## src/asc_pkg.sv

```systemverilog
// Constants shared by the sample capture interface.
package asc_pkg;
  localparam int CHANNELS = 4;
  localparam int SAMPLE_BITS = 16;
  localparam int FUNC_LINES = 8;
  // Register byte offsets.
  localparam logic [3:0] OFF_CONTROL = 4'h0;
  localparam logic [3:0] OFF_SERIAL = 4'h4;
  localparam logic [3:0] OFF_STATUS = 4'h8;
  localparam logic [3:0] OFF_FUNC = 4'hC;
  // Control register fields and reset values.
  localparam int CTRL_MULTI_BIT = 0;
  localparam int CTRL_SRC_LSB = 1;
  localparam logic CTRL_MULTI_RESET = 1'b1;
  localparam logic [2:0] CTRL_SRC_RESET = 3'h0;
  // Serial command fields.
  localparam int SER_TARGET_BIT = 31;
  localparam int SER_PRESET_BIT = 30;
  localparam int SER_ADDR_LSB = 8;
  localparam int SER_FRAME_BITS = 16;
  localparam int PRESET_WORDS = 4;
  // Status register fields.
  localparam int STAT_BUSY_BIT = 0;
  localparam int STAT_LOCK_BIT = 1;
  localparam int STAT_STABLE_BIT = 2;
  localparam int STAT_RATE_BIT = 3;
  localparam int STAT_READ_LSB = 8;
  // Function line register fields.
  localparam int FUNC_DIR_LSB = 8;
  localparam int FUNC_IN_LSB = 16;
  // Clock source settings.
  typedef enum logic [2:0] {
    SRC_INTERNAL = 3'h0,
    SRC_LOCK_CLKIN = 3'h1,
    SRC_EXT_CLKIN = 3'h2,
    SRC_LOCK_SYNC = 3'h3,
    SRC_EXT_SYNC = 3'h4
  } asc_src_e;
  // Timing.
  localparam int MCLK_MHZ = 125;
  localparam int RATE_DEFAULT_MHZ = 250;
  localparam int OUT_CLK_DEFAULT_MHZ = 125;
  localparam int RATE_MIN_MHZ = 175;
  localparam int RATE_MAX_MHZ = 250;
  localparam int RATE_WINDOW = 1024;
  localparam int RATE_MIN_EDGES = RATE_MIN_MHZ * RATE_WINDOW / MCLK_MHZ;
  localparam int RATE_MAX_EDGES = (RATE_MAX_MHZ * RATE_WINDOW + MCLK_MHZ - 1) / MCLK_MHZ;
  localparam int SETTLE_US = 10;
  localparam int SETTLE_CYCLES = SETTLE_US * MCLK_MHZ;
  localparam int SCLK_HALF_NS = 40;
  localparam int SCLK_HALF_CYCLES = (SCLK_HALF_NS * MCLK_MHZ + 999) / 1000;
endpackage

```

## src/asc_capture.sv

```systemverilog
// Four-channel converter capture interface with clock selection and serial programming engine.
`timescale 1ns/100ps
`default_nettype none

// Behaviour
// In multi-sample mode two samples per channel appear per output clock, which runs at half the sample rate.
// With no external clock the sample rate is 250 MHz and the multi-sample output clock is 125 MHz.
// In single-sample mode exactly one sample per channel appears per output clock at the sample rate.
// A slower sample rate comes only from an external clock source, and sample timing then follows that clock.
// Both modes expose four analogue channels and eight programmable function lines.
// The clock source selector has five settings covering internal, locked and external sources.
// A programming engine configures the clock chip and converters from presets or raw address and data.
// Without an explicit choice the interface starts in multi-sample mode.
// The sample clock must lie between 175 MHz and 250 MHz from one of the three sources.
// With the backplane sync clock as external source the converters are clocked directly from it.
// The acquisition logic outside captures a record per software or data-edge trigger.
// In multi-sample mode each channel shows the newer sample and the one just before it.
// After a source change or reprogramming the outputs stay invalid until the new clock is locked and stable.
module asc_capture (
  input wire logic mclk, // System clock.
  input wire logic nrst, // Asynchronous active-low reset.
  input wire logic [3:0] regAddr, // Register byte address.
  input wire logic [31:0] regWdata, // Register write data.
  input wire logic regWr, // Write strobe.
  input wire logic regRd, // Read strobe.
  output logic [31:0] regRdata, // Read data, one cycle after the strobe.
  input wire logic sampleClkPin, // Sample clock from the adapter.
  input wire logic [3:0][15:0] converterData, // Converter outputs per channel.
  input wire logic lockPin, // Clock chip lock indicator.
  output logic [2:0] clockSource, // Source select to the clock chip.
  output logic syncDirect, // Converters clocked straight from the sync line.
  output logic serialClk, // Serial clock.
  output logic serialData, // Serial data out.
  input wire logic serialReturn, // Serial data in.
  output logic clockChipSelect_n, // Clock chip select.
  output logic converterSelect_n, // Converter select.
  input wire logic [7:0] funcLineIn, // Function line pin levels.
  output logic [7:0] funcLineOut, // Function line drive values.
  output logic [7:0] funcLineOe, // Function line drive enables.
  output logic outClk, // Output clock to user logic.
  output logic sampleValid, // Samples on the outputs are new.
  output logic [3:0][15:0] channelNewerSample, // Newest sample per channel.
  output logic [3:0][15:0] channelOlderSample // Preceding sample per channel.
);
  typedef enum logic [3:0] {
    SER_IDLE = 4'b0001,
    SER_LOAD = 4'b0010,
    SER_SHIFT = 4'b0100,
    SER_NEXT = 4'b1000
  } asc_ser_e;

  localparam logic [10:0] RATE_WIN_LAST = 11'(asc_pkg::RATE_WINDOW - 1);
  localparam logic [11:0] RATE_LO = 12'(asc_pkg::RATE_MIN_EDGES);
  localparam logic [11:0] RATE_HI = 12'(asc_pkg::RATE_MAX_EDGES);
  localparam logic [10:0] SETTLE_LAST = 11'(asc_pkg::SETTLE_CYCLES - 1);
  localparam logic [3:0] SCLK_LAST = 4'(asc_pkg::SCLK_HALF_CYCLES - 1);
  localparam logic [4:0] FRAME_LAST = 5'(asc_pkg::SER_FRAME_BITS - 1);
  localparam logic [1:0] PRESET_LAST = 2'(asc_pkg::PRESET_WORDS - 1);

  // Preset programming words for the clock chip, chosen by source and step.
  function automatic logic [15:0] presetWord(input logic [2:0] src, input logic [1:0] step);
    logic [15:0] w;
    w = {6'h00, step, 5'h00, src};
    case (step)
      2'h0: w = {8'h10, 5'h00, src};
      2'h1: w = {8'h11, 7'h00, (src == 3'(asc_pkg::SRC_LOCK_CLKIN)) || (src == 3'(asc_pkg::SRC_LOCK_SYNC))};
      2'h2: w = {8'h12, 7'h00, (src == 3'(asc_pkg::SRC_EXT_CLKIN)) || (src == 3'(asc_pkg::SRC_EXT_SYNC))};
      default: w = {8'h13, 8'h01};
    endcase
    return w;
  endfunction

  function automatic logic isWrite(input logic wr, input logic [3:0] addr, input logic [3:0] off);
    return wr && (addr == off);
  endfunction

  // Reset release.
  logic rstMeta, rstSync;
  always_ff @(posedge mclk or negedge nrst) begin
    if (!nrst) begin
      rstMeta <= 1'b0;
      rstSync <= 1'b0;
    end else begin
      rstMeta <= 1'b1;
      rstSync <= rstMeta;
    end
  end

  // Pin synchronisers.
  logic sclkMeta, sclkSync, sclkLast;
  logic lockMeta, lockSync, retMeta, retSync;
  logic [3:0][15:0] dataMeta, dataSync;
  logic [7:0] funcMeta, funcSync;
  always_ff @(posedge mclk or negedge rstSync) begin
    if (!rstSync) begin
      sclkMeta <= 1'b0;
      sclkSync <= 1'b0;
      sclkLast <= 1'b0;
      lockMeta <= 1'b0;
      lockSync <= 1'b0;
      retMeta <= 1'b0;
      retSync <= 1'b0;
      dataMeta <= '0;
      dataSync <= '0;
      funcMeta <= 8'h00;
      funcSync <= 8'h00;
    end else begin
      sclkMeta <= sampleClkPin;
      sclkSync <= sclkMeta;
      sclkLast <= sclkSync;
      lockMeta <= lockPin;
      lockSync <= lockMeta;
      retMeta <= serialReturn;
      retSync <= retMeta;
      dataMeta <= converterData;
      dataSync <= dataMeta;
      funcMeta <= funcLineIn;
      funcSync <= funcMeta;
    end
  end

  // Every sample follows the selected clock, whichever source feeds it.
  logic sampleEdge;
  assign sampleEdge = sclkSync && !sclkLast;

  // Control register.
  logic multiMode;
  logic [2:0] srcSel;
  logic srcChange;
  assign srcChange = isWrite(regWr, regAddr, asc_pkg::OFF_CONTROL)
      && (regWdata[asc_pkg::CTRL_SRC_LSB +: 3] != srcSel);
  always_ff @(posedge mclk or negedge rstSync) begin
    if (!rstSync) begin
      multiMode <= asc_pkg::CTRL_MULTI_RESET;
      srcSel <= asc_pkg::CTRL_SRC_RESET;
    end else if (isWrite(regWr, regAddr, asc_pkg::OFF_CONTROL)) begin
      multiMode <= regWdata[asc_pkg::CTRL_MULTI_BIT];
      if (regWdata[asc_pkg::CTRL_SRC_LSB +: 3] <= 3'(asc_pkg::SRC_EXT_SYNC)) begin
        srcSel <= regWdata[asc_pkg::CTRL_SRC_LSB +: 3];
      end
    end
  end
  assign clockSource = srcSel;
  assign syncDirect = (srcSel == 3'(asc_pkg::SRC_EXT_SYNC));

  // Function lines.
  logic [7:0] funcOut, funcDir;
  always_ff @(posedge mclk or negedge rstSync) begin
    if (!rstSync) begin
      funcOut <= 8'h00;
      funcDir <= 8'h00;
    end else if (isWrite(regWr, regAddr, asc_pkg::OFF_FUNC)) begin
      funcOut <= regWdata[7:0];
      funcDir <= regWdata[asc_pkg::FUNC_DIR_LSB +: 8];
    end
  end
  assign funcLineOut = funcOut;
  assign funcLineOe = funcDir;

  // Serial programming engine.
  asc_ser_e serState;
  logic [15:0] shiftReg;
  logic [4:0] bitCnt;
  logic [3:0] divCnt;
  logic [1:0] presetStep;
  logic presetRun, toConverter, serDone;
  logic [7:0] readBack;
  logic cmdWrite;
  assign cmdWrite = isWrite(regWr, regAddr, asc_pkg::OFF_SERIAL) && (serState == SER_IDLE);
  always_ff @(posedge mclk or negedge rstSync) begin
    if (!rstSync) begin
      serState <= SER_IDLE;
      shiftReg <= 16'h0000;
      bitCnt <= 5'h00;
      divCnt <= 4'h0;
      presetStep <= 2'h0;
      presetRun <= 1'b0;
      toConverter <= 1'b0;
      serialClk <= 1'b0;
      clockChipSelect_n <= 1'b1;
      converterSelect_n <= 1'b1;
      readBack <= 8'h00;
      serDone <= 1'b0;
    end else begin
      serDone <= 1'b0;
      case (serState)
        SER_IDLE: begin
          if (cmdWrite) begin
            presetRun <= regWdata[asc_pkg::SER_PRESET_BIT];
            toConverter <= regWdata[asc_pkg::SER_TARGET_BIT] && !regWdata[asc_pkg::SER_PRESET_BIT];
            shiftReg <= regWdata[asc_pkg::SER_PRESET_BIT] ? presetWord(srcSel, 2'h0) : regWdata[15:0];
            presetStep <= 2'h0;
            serState <= SER_LOAD;
          end
        end
        SER_LOAD: begin
          clockChipSelect_n <= toConverter;
          converterSelect_n <= !toConverter;
          bitCnt <= 5'h00;
          divCnt <= 4'h0;
          serialClk <= 1'b0;
          serState <= SER_SHIFT;
        end
        SER_SHIFT: begin
          if (divCnt == SCLK_LAST) begin
            divCnt <= 4'h0;
            serialClk <= !serialClk;
            if (serialClk) begin
              shiftReg <= {shiftReg[14:0], 1'b0};
              if (bitCnt == FRAME_LAST) begin
                serState <= SER_NEXT;
              end
              bitCnt <= bitCnt + 5'h01;
            end else if (bitCnt >= 5'h08) begin
              readBack <= {readBack[6:0], retSync};
            end
          end else begin
            divCnt <= divCnt + 4'h1;
          end
        end
        SER_NEXT: begin
          clockChipSelect_n <= 1'b1;
          converterSelect_n <= 1'b1;
          if (presetRun && (presetStep != PRESET_LAST)) begin
            presetStep <= presetStep + 2'h1;
            shiftReg <= presetWord(srcSel, presetStep + 2'h1);
            serState <= SER_LOAD;
          end else begin
            serDone <= 1'b1;
            serState <= SER_IDLE;
          end
        end
        default: serState <= SER_IDLE;
      endcase
    end
  end
  assign serialData = shiftReg[15];

  // Sample clock rate window check.
  logic [10:0] winCnt;
  logic [11:0] edgeCnt;
  logic rateOk;
  always_ff @(posedge mclk or negedge rstSync) begin
    if (!rstSync) begin
      winCnt <= 11'h000;
      edgeCnt <= 12'h000;
      rateOk <= 1'b0;
    end else begin
      if (winCnt == RATE_WIN_LAST) begin
        winCnt <= 11'h000;
        edgeCnt <= 12'(sampleEdge);
        rateOk <= (edgeCnt >= RATE_LO) && (edgeCnt <= RATE_HI);
      end else begin
        winCnt <= winCnt + 11'h001;
        edgeCnt <= edgeCnt + 12'(sampleEdge);
      end
    end
  end

  // Lock settling.
  logic [10:0] settleCnt;
  logic stable;
  always_ff @(posedge mclk or negedge rstSync) begin
    if (!rstSync) begin
      settleCnt <= 11'h000;
      stable <= 1'b0;
    end else if (srcChange || (serState != SER_IDLE) || serDone || !lockSync) begin
      settleCnt <= 11'h000;
      stable <= 1'b0;
    end else if (!stable) begin
      if (settleCnt == SETTLE_LAST) begin
        stable <= 1'b1;
      end else begin
        settleCnt <= settleCnt + 11'h001;
      end
    end
  end

  // Sample delivery.
  // The pair phase toggles on each sample edge; single-sample mode keeps it cleared.
  logic phase;
  always_ff @(posedge mclk or negedge rstSync) begin
    if (!rstSync) begin
      phase <= 1'b0;
    end else if (!multiMode) begin
      phase <= 1'b0;
    end else if (sampleEdge) begin
      phase <= !phase;
    end
  end

  // In multi-sample mode the output clock toggles once per sample edge, so it runs at half the sample rate.
  always_ff @(posedge mclk or negedge rstSync) begin
    if (!rstSync) begin
      outClk <= 1'b0;
    end else if (!multiMode) begin
      outClk <= sclkSync;
    end else if (sampleEdge) begin
      outClk <= !phase;
    end
  end

  // Valid is a one-cycle pulse, raised only once the clock has settled.
  always_ff @(posedge mclk or negedge rstSync) begin
    if (!rstSync) begin
      sampleValid <= 1'b0;
    end else if (!sampleEdge) begin
      sampleValid <= 1'b0;
    end else if (multiMode) begin
      sampleValid <= phase && stable;
    end else begin
      sampleValid <= stable;
    end
  end

  // Both sample registers move on every edge, so the older one always holds the sample just before.
  always_ff @(posedge mclk or negedge rstSync) begin
    if (!rstSync) begin
      channelNewerSample <= '0;
      channelOlderSample <= '0;
    end else if (sampleEdge) begin
      channelNewerSample <= dataSync;
      channelOlderSample <= channelNewerSample;
    end
  end

  // Register reads.
  always_ff @(posedge mclk or negedge rstSync) begin
    if (!rstSync) begin
      regRdata <= 32'h0000_0000;
    end else if (regRd) begin
      case (regAddr)
        asc_pkg::OFF_CONTROL: regRdata <= {28'h0000000, srcSel, multiMode};
        asc_pkg::OFF_STATUS: regRdata <= {16'h0000, readBack, 4'h0, rateOk, stable, lockSync,
                                          serState != SER_IDLE};
        asc_pkg::OFF_FUNC: regRdata <= {8'h00, funcSync, funcDir, funcOut};
        default: regRdata <= 32'h0000_0000;
      endcase
    end else begin
      regRdata <= 32'h0000_0000;
    end
  end
endmodule

`default_nettype wire

```

## config.mk

```make
export PLATFORM = sky130hd
export DESIGN_NAME = asc_capture
export DESIGN_NICKNAME = d
export VERILOG_FILES = /design/src/asc_pkg.sv /design/src/asc_capture.sv
export SDC_FILE = /design/constraint.sdc
export NUM_CORES = 1
export LEC_CHECK = 0
export BUFFER_PORTS_ARGS = -buffer_cell sky130_fd_sc_hd__buf_2
export CORE_MARGIN = 3
export CORE_UTILIZATION = 58
export CTS_CLUSTER_SIZE = 14
export DETAILED_ROUTE_END_ITERATION = 8
export PLACE_DENSITY_LB_ADDON = 0.2
export SETUP_SLACK_MARGIN = 0.1
export SLEW_MARGIN = 20
export SYNTH_ARGS = -nofsm -noshare
export SYNTH_HDL_FRONTEND = slang
export SYNTH_SLANG_ARGS = --single-unit
```

## constraint.sdc

```tcl
create_clock -name mclk -period 27.4 [get_ports mclk]
set_input_delay 4.11 -clock mclk [delete_from_list [all_inputs] [get_ports mclk]]
set_output_delay 4.11 -clock mclk [all_outputs]
set_load 0.02 [all_outputs]
```

==> results.md, run 1 <==
- CTS tree: built
- CP required: 27790 ps
- Vias in the first global route: 9546
- Final Cell Area: 17800 µm²
- Share of the synthesized area in the top cell type: 69.2%
- FILL cells: 1670
- Clk slew on worst S/H paths: 60 ps
- Routed len/inst: between 15 and 20 µm
- TritonCTS Buffers: 41
- Combinational family with the most area after synthesis: simple AND/OR/NAND/NOR gates
- RSZ-0062 raised after global routing: no
- Layout net count: 1639
- Pins Over Slew Limit: 0
- Share of cells above drive strength 1: 27.3%
- Die Y: about 160 µm
- Cells after Synth: 1230
- Die Wd: 165 µm
- Vias: 9711
- P&R area growth vs syn: 21.6%
- Setup violations, final: 0
- Largest net degree at the start of global routing: 205
- Status: completed
- Post-Syn Area: 14700 µm²
- Antenna-violating nets left: 0
- Drt via density: approximately 5.2
- P per Cell Area: 84.8 nW/µm²
- Critical path peak fanout: 16
- Sequential cell area: slightly above 10000 µm²
- Measured slew at the worst slew-check pin: 1100 ps
- Number of DRC markers in iteration 0: between 700 and 800
- CTS root buf: clkbuf_16
- Max cap viols: 0
- Setup Buffers After CTS: 0
- Synthesized area per cell: 11.9 µm²
- Core region area: 24600 µm²
- PostCTS Resize Cnt: 0
- DIE AREA: 27200 µm²
- Hpwl dp: 20.7 mm
- Initial antenna violation count: 9
- Final period utilization: between 20 and 25%
- Clock Latency Late Sink: 530 ps
- R2R Path Start: serState[1]
- Routed wire length: 31.5 mm
- Max rail drop VDD: 0.0590 mV
- CP arrival: ~6500 ps
- First-pass GRT wire length: 49.6 mm
- FMAX: 165 MHz
- Synth Area in Compound Gates: 3.01%
- Gpl congestion: 0.810
- Footprint of the multi-input gates: roughly 4000 µm²
- YS warnings: 0
- Cell variety after synth: 61
- Hold Fails Final Rpt: 0
- Placed cell areas: about 16000 µm²
- Clock Path Buffers: 3
- DR DRC count: 0
- Synth Flop Type: dfrtp_1
- Total leakage power: slightly above 9 nW
- Row cnt: 57
- Crit path launch type: input pin
- Worst Skew: roughly 21 ps
- Yosys top cell by area: dfrtp_1
- CTS H-tree lvls: 2
- Initial core utilization: 59.6%
- CP Capture Type: register
- Port bufs: around 280
- HP Start: dataMeta[8]
- Seq/Total Area, Yosys: 69.9%
- Seq cells post-synth: 409
- Top post-synthesis cells by area: dfrtp_1 (69%), nand2_1 (11%), mux2_2 (2.7%)
- Initial DRT Pass Iterations: 4
- Setup_tns: 0 ps
- Crit Path Category: in -> reg
- Post-synth EDFFs: 0
- Synth Area in Adders: 1.11%
- Tmin final: ~6000 ps
- Area share of and/or/nand/nor cells after synthesis: 16.6%
- Post-CTS Hold Fix Bufs: 0
- XOR/XNOR share of the synthesized area: 2.15%
- Total GRT Usage: 23.1%
- Mux share of post-synthesis cell area: 4.81%
- Ys async rst share: 100%
- # IOs: 301
- Global route overflow: 0
- Sink Count: 409
- Slew HR: 26.2%
- CP Launch Point: regAddr[1]
- Worst hold path class: reg -> reg
## cell families (layout without fill, tap and decap cells)
kind of cell    Yosys count  in the layout
simple gates            570            570
buf+inv                  76            381
flops                   409            409
xor+xnor                 36             36
mux                      62             62
fa+ha+maj                13             13
compound gates           62             62
other cells               2             15
## layout by cell type (no fill, tap or decap), drive strengths merged, types with 3 or more instances in the layout
cell type  instances
clkinv             7
nand2            411
or2                3
bufinv             4
nand2b             3
diode              6
nor4b              3
nand4              7
mux2              43
dfstp              4
nand3             15
and3               6
mux2i             19
nor2              63
nor3b              3
xnor2             12
a22o              14
a21oi             14
o21ai             12
and2              16
ha                13
a31oi              4
nor3               8
nand4b             3
or4b               4
xor2              24
conb               9
nor2b              9
buf              290
inv               18
clkbuf            61
dfrtp            405
and4               4
## critical path: stages
cell and delay (ps):
buf_2 100, nor3b_1 580, a31oi_2 280, a211oi_4 950, mux2_2 430
## routing by layer
layer	global-route usage, %	share of wire (%)	up-vias
li1	-	-	4518
met2	38.2	50	312
met1	30.7	41	4810
met4	7.43	2.7	6
met5	0	0.13	-
met3	5.29	6.6	65
## sequential cells by signal (all words and copies together) (netlist names), 12 cells and up
name,count
channelNewerSample,64
edgeCnt,12
channelOlderSample,64
dataSync,64
shiftReg,16
regRdata,24
dataMeta,64
## cell usage after synthesis, types with 3 or more instances
cell type    n
and4_1       4
nand4b_1     3
mux2_2      35
xor2_1      24
nor3b_1      3
nor2b_1      9
buf_4        8
nand2_1    411
dfstp_2      4
mux2i_1     19
buf_2        4
nor2_1      62
xnor2_1     12
buf_1        8
and2_1      16
buf_6        3
a31oi_1      3
or2_2        3
clkbuf_1    35
nand3_1     15
and3_1       6
nor3_1       8
dfrtp_1    405
a22o_1      14
mux2_4       8
nand4_1      7
nand2b_1     3
ha_1        13
o21ai_0     12
a21oi_1     14
inv_1       16
## path summary, 6_finish.rpt
check,endpoint,slack [ps],cells after the start
max,shiftReg[5],21330,5
min,dataSync[8],340,0
max reg2reg,shiftReg[5],24650,5
min reg2reg,dataSync[8],340,0
max in group asynchronous,rstSync,23910,1
min in group asynchronous,presetRun,350,0
## through the flow
stage / instances / hold WS, ps / util [%] / setup WS, ps / power (mW)
global route: 1872 / 339 / 72.4 / 21230 / 1.58
global placement: 1791 / 331 / 66.3 / 20880 / 0.927
floorplan: 1237 / 331 / - / 15160 / 0.857
finish: 1872 / 340 / 72.4 / 21330 / 1.51
CTS: 1865 / 343 / 72.2 / 21370 / 1.53
detailed placement: 1791 / 335 / 66.3 / 20840 / 0.936
## final cells by class
class	instances	area share, %
well taps	324	2.28
diodes	6	0.0843
flip-flops and latches	409	57.5
multi-input cells	752	23.1
clock inverters	13	1.06
inverters	17	0.372
repair buffers	290	8.52
clock buffers	61	7.14
## where the power goes
group / leakage (nW) / switching [mW] / internal [mW]
combinational: 3.50 / 0.130 / 0.0801
clock: 0.723 / 0.225 / 0.360
sequential: 5.08 / 0.0462 / 0.670
(Power assumes the default switching activity.)
==> run 2: changes to the inputs <==
- ABC_AREA: default -> 1
- CORE_UTILIZATION: 58 -> 54
- clock period: 27.4 -> 6.2 ns (I/O delays scaled with it)
==> run 2 against run 1 <==
Power grew to 4.4 times the previous value. Critical path type unchanged. Largest cell class unchanged. Combinational power increased to 5.5 times the previous value. Cell count is 11% higher. Critical path depth is 2 higher.
==> results.md, run 2 <==
- RSZ-0062 raised after global routing: no
- Top-count cell post-synth: dfrtp_1
- Vias: about 10k
- Antenna-violating nets left: 0
- CP Capture Type: register
- Port bufs: 278
- Share of the synthesized area in the top cell type: 68.1%
- Global route overflow: 0
- Final period utilization: 40.2%
- Max cap viols: 0
- PostCTS Resize Cnt: 0
- FMAX: 401 MHz
- CP arrival: 2860 ps
- Clock Path Buffers: 3
- Routed wire length: roughly 32 mm
- Synth Flop Type: dfrtp_1
- Top post-synthesis cells by area: dfrtp_1 (68%), nand2_1 (9.4%), o21ai_0 (5.5%)
- DR DRC count: 0
- Routed len/inst: 15.5 µm
- Crit path launch type: input pin
- Cell variety after synth: 46
- Gpl congestion: between 0.8 and 0.9
- Tmin final: 2500 ps
- CTS root buf: clkbuf_16
- Setup Buffers After CTS: 0
- Most frequent cells in the layout: dfrtp_1 (404), nand2_1 (372), buf_2 (278)
- Row cnt: 60
- Commonest non-fill, non-tap cell in the layout: dfrtp_1
- Seq cells post-synth: 409
- Core region area: 27000 µm²
- Setup violations, final: 0
- # IOs: 301
- Status: completed
- Initial antenna violation count: 6
- Pins Over Slew Limit: 0
- Measured slew at the worst slew-check pin: 1010 ps
- Worst hold path class: in -> async
- Worst Skew: 9.79 ps
- P per Cell Area: 375 nW/µm²
- CP required: ~6600 ps
- R2R setup slack: 4280 ps
- Vias in the first global route: 10.1k
- Initial core utilization: 55.0%
- Sequential cell area: 10200 µm²
- Footprint of the multi-input gates: 3750 µm²
- Post-CTS Hold Fix Bufs: 0
- Critical path peak fanout: 25
- Hpwl dp: 21.7 mm
- Post-synth EDFFs: 0
- CTS H-tree lvls: 2
- Die Y: 172 µm
- Initial DRT Pass Iterations: 5
- Hold_ws: between 150 and 200 ps
- Cells after Synth: between 1k and 1.5k
- Layout net count: 1830
- Most frequent cells after synthesis: dfrtp_1 (405), nand2_1 (372), inv_1 (164), o21ai_0 (163), nor2_1 (84)
- YS warnings: 0
- Synthesized area per cell: 10.5 µm²
- Ys async rst share: 100%
- CTS tree: built
- Post-Syn Area: 14900 µm²
- Hold Fails Final Rpt: 0
- FILL cells: 2138
- P&R area growth vs syn: 19.8%
- Crit Path Category: in -> reg
- Seq/Total Area, Yosys: 68.8%
- Slew HR: 32.5%
- Drt via density: around 5
- First-pass GRT wire length: between 50 and 60 mm
- Largest net degree at the start of global routing: around 200
- DIE AREA: just under 30000 µm²
- Sink Count: 409
- Setup_tns: 0 ps
- Total leakage power: 9.31 nW
- Die Wd: 172 µm
- TritonCTS Buffers: 41
- Max rail drop VDD: between 0.2 and 0.3 mV
- Clock Latency Late Sink: 520 ps
- Number of DRC markers in iteration 0: 798
- Share of cells above drive strength 1: 22.3%
- Clk slew on worst S/H paths: 60 ps
- Total GRT Usage: a little over a fifth
- Yosys top cell by area: dfrtp_1
[run 2: cell count changes after synthesis, moves of 11 or more]
cell | before | now
nor2_1 | 62 | 84
nand2_1 | 411 | 372
clkbuf_1 | 35 | 24
and2_1 | 16 | 0
nand3_1 | 15 | 43
o21ai_0 | 12 | 163
nand2_2 | 0 | 11
xor2_1 | 24 | 12
mux2i_1 | 19 | 1
a22o_1 | 14 | 0
inv_1 | 16 | 164
mux2_2 | 35 | 0
[run 2: metal layers]
metal  global-route usage (%)  up-vias  routed length (µm)  share of wire [%]
met4                     5.52       10                 685                2.1
met5                        0        -                  62               0.19
met3                     6.79       63                2710                8.5
met2                     35.3      305               15100                 47
met1                     27.7     4976               13400                 42
li1                         -     4981                   -                  -
[run 2: cell families after synthesis]
| family | Yosys count | synth area share (%) |
|---|---|---|
| AO/OA/AOI/OAI | 205 | 7.30 |
| XOR/XNOR | 14 | 0.824 |
| adder cells (fa/ha/maj) | 13 | 1.09 |
| buffers and inverters | 222 | 6.17 |
| flip-flops | 409 | 68.8 |
| multiplexers | 1 | 0.0673 |
| other | 2 | 0.0505 |
| AND/OR/NAND/NOR | 553 | 15.6 |
[run 2: power by group]
part,switching (mW),internal [mW]
sequential,0.197,2.99
combinational,0.799,0.359
clock,0.953,1.38
[run 2: area by class of cell]
type / count / share of cell area, %
clock inverters: 8 / 0.541
flip-flops and latches: 409 / 57.5
inverters: 172 / 3.69
well taps: 341 / 2.39
diodes: 3 / 0.0421
multi-input cells: 795 / 21.0
repair buffers: 283 / 8.31
clock buffers: 58 / 6.52
[run 2: worst max-delay path, stage by stage]
cell	delay [ps]
buf_2	100
nor2_2	250
nand3_1	110
inv_1	490
nand2_1	640
nor2_1	270
a21oi_1	60
[run 2: worst paths after layout]
kind | cells past startpoint | startpoint | endpoint
worst min register to register | 0 | rstSync | regRdata[16]
min in group mclk | 0 | dataMeta[27] | dataSync[27]
worst max-delay path | 7 | regAddr[1] | funcLineOut[6]
worst min-delay path | 1 | nrst | rstSync
worst max register to register | 5 | serState[3] | readBack[5]
max in group asynchronous | 2 | rstSync | channelOlderSample[26]
[run 2: per-stage QoR]
step / power (mW) / area, µm² / util, % / worst slack [ps] / cells
final: 6.67 / 17800 / 65.9 / 3700 / 2069
after global placement: 4.35 / 16500 / 61.1 / 3370 / 1999
after floorplan: 4.03 / 14900 / - / 2190 / 1426
after global routing: 7.01 / 17800 / 65.9 / 3430 / 2067
after detailed placement: 4.39 / 16500 / 61.1 / 3250 / 1999
after CTS: 6.75 / 17800 / 65.8 / 3740 / 2065
==> run 3: changes to the inputs <==
- clock period: 6.2 -> 2.35 ns (I/O delays scaled with it)
==> run 3 against run 2 <==
Wire length grew 3.3%. Highest routed layer unchanged. Utilization rose by 3.7 points. Global-route usage rose by 1.1 points. Power rose to 2.7 times the previous value. Flip-flop and latch count unchanged. Register-to-register slack lost 3800 ps. First-iteration DRC count down 11%. Clock power increased to 2.8 times the previous value.
==> results.md, run 3 (synthesis results as in run 2) <==
- PostCTS Resize Cnt: 0
- P per Cell Area: 960 nW/µm²
- Hold_ws: 60.4 ps
- Die Y: 172 µm
- Total GRT Usage: between 20% and 30%
- CTS tree: built
- Pins Over Slew Limit: 0
- Initial core utilization: a little under three fifths
- Gpl congestion: 0.847
- Footprint of the multi-input gates: around 3700 µm²
- Placed cell areas: 16700 µm²
- DR DRC count: 0
- Largest net degree at the start of global routing: 129
- CTS root buf: clkbuf_16
- Initial antenna violation count: 4
- Final core utilization: 69.7%
- Final period utilization: 79.2%
- Setup Buffers After CTS: 0
- Clock Latency Late Sink: about 530 ps
- Sink Count: roughly 400
- Worst hold path class: in -> reg
- Antenna-violating nets left: 0
- Initial DRT Pass Iterations: 5
- DIE AREA: 29600 µm²
- Total leakage power: 9.77 nW
- Setup violations, final: 0
- Number of DRC markers in iteration 0: 710
- # IOs: ~300
- CP arrival: 2270 ps
- Clk slew on worst S/H paths: approximately 60 ps
- Share of cells above drive strength 1: 22.4%
- Max cap viols: 0
- RSZ-0062 raised after global routing: no
- Core region area: 27000 µm²
- Worst Skew: approximately 18 ps
- Hold Fails Final Rpt: 0
- Vias in the first global route: 10.7k
- Post-CTS Hold Fix Bufs: 76
- Layout net count: 1919
- P&R area growth vs syn: 26.6%
- Routed wire length: 33.0 mm
- Commonest non-fill, non-tap cell in the layout: dfrtp_1
- Final worst slack: around 490 ps
- Routed len/inst: 15.3 µm
- Measured slew at the worst slew-check pin: 794 ps
- Vias: between 10k and 15k
- Status: completed
- Sequential cell area: around 10000 µm²
- TritonCTS Buffers: 42
- Hpwl dp: 22.3 mm
- Most frequent cells in the layout: dfrtp_1 (404), nand2_1 (372), buf_2 (278)
- Port bufs: 278
- Crit Path Category: reg -> reg
- Critical path peak fanout: 5
- Drt via density: between 4 and 5
- FILL cells: approximately 2k
- First-pass GRT wire length: 53.4 mm
- CP required: 2760 ps
- Final Cell Area: roughly 19000 µm²
- Global route overflow: 0
- Crit path launch type: register
- Slew HR: 47.1%
- R2R setup slack: just under 500 ps
- CTS H-tree lvls: 2
- CP Capture Type: register
- Die Wd: between 150 and 200 µm
- Pre-CTS setup slack: 394 ps
- Tmin final: 1860 ps
- Max rail drop VDD: 0.606 mV
- Clock Path Buffers: 3
- Row cnt: 60
- FMAX: 537 MHz
==> run 3: worst paths after layout <==
kind,startpoint,to,depth (start not counted)
worst max register to register,sclkSync,edgeCnt[8],11
worst min-delay path,regWdata[0],multiMode,3
max in group asynchronous,rstSync,converterSelect_n,1
min in group asynchronous,nrst,rstSync,2
worst min register to register,dataMeta[31],dataSync[31],0
worst max-delay path,sclkSync,edgeCnt[8],11
==> run 3: through the flow <==
step                      std cells  setup TNS (ps)  total power [mW]
final                          2164               0              18.1
after global routing           2163               0              19.0
after CTS                      2162               0              18.2
after detailed placement       2012               0              11.6
after global placement         2012               0              11.5
after floorplan                1426         -672820              10.6
==> run 3: area by class of cell <==
type | instances | area share, %
Sequential cell | 409 | 54.4
Inverter | 172 | 3.49
Tap cell | 341 | 2.27
Timing Repair Buffer | 371 | 12.7
Multi-Input combinational cell | 795 | 19.9
Antenna cell | 2 | 0.0266
Clock inverter | 15 | 0.817
Clock buffer | 59 | 6.46
==> run 3: critical path: stages (launching register included) <==
cell     delay, ps
dfrtp_1        350
inv_1           80
nor2_4         170
ha_1           200
ha_1           170
nand2_1         70
inv_1          100
nand2_1         70
nor2_1         210
nand2_1        100
xor2_1         170
nor2_1          60
==> run 3: power by group <==
part | switching [mW] | leakage (nW) | internal [mW]
registers | 0.544 | 5.08 | 7.88
clock network | 2.64 | 0.678 | 3.84
logic | 2.13 | 4.00 | 1.05
==> run 3: metal layers <==
metal	share of wire [%]	vias to the layer above	routed length (µm)	global-route usage, %
met2	48	336	15700	36.9
met1	42	5131	13900	29.7
met5	0.048	-	16	0
met3	7.8	66	2570	6.04
met4	2.5	4	826	6.70
li1	-	5163	-	-
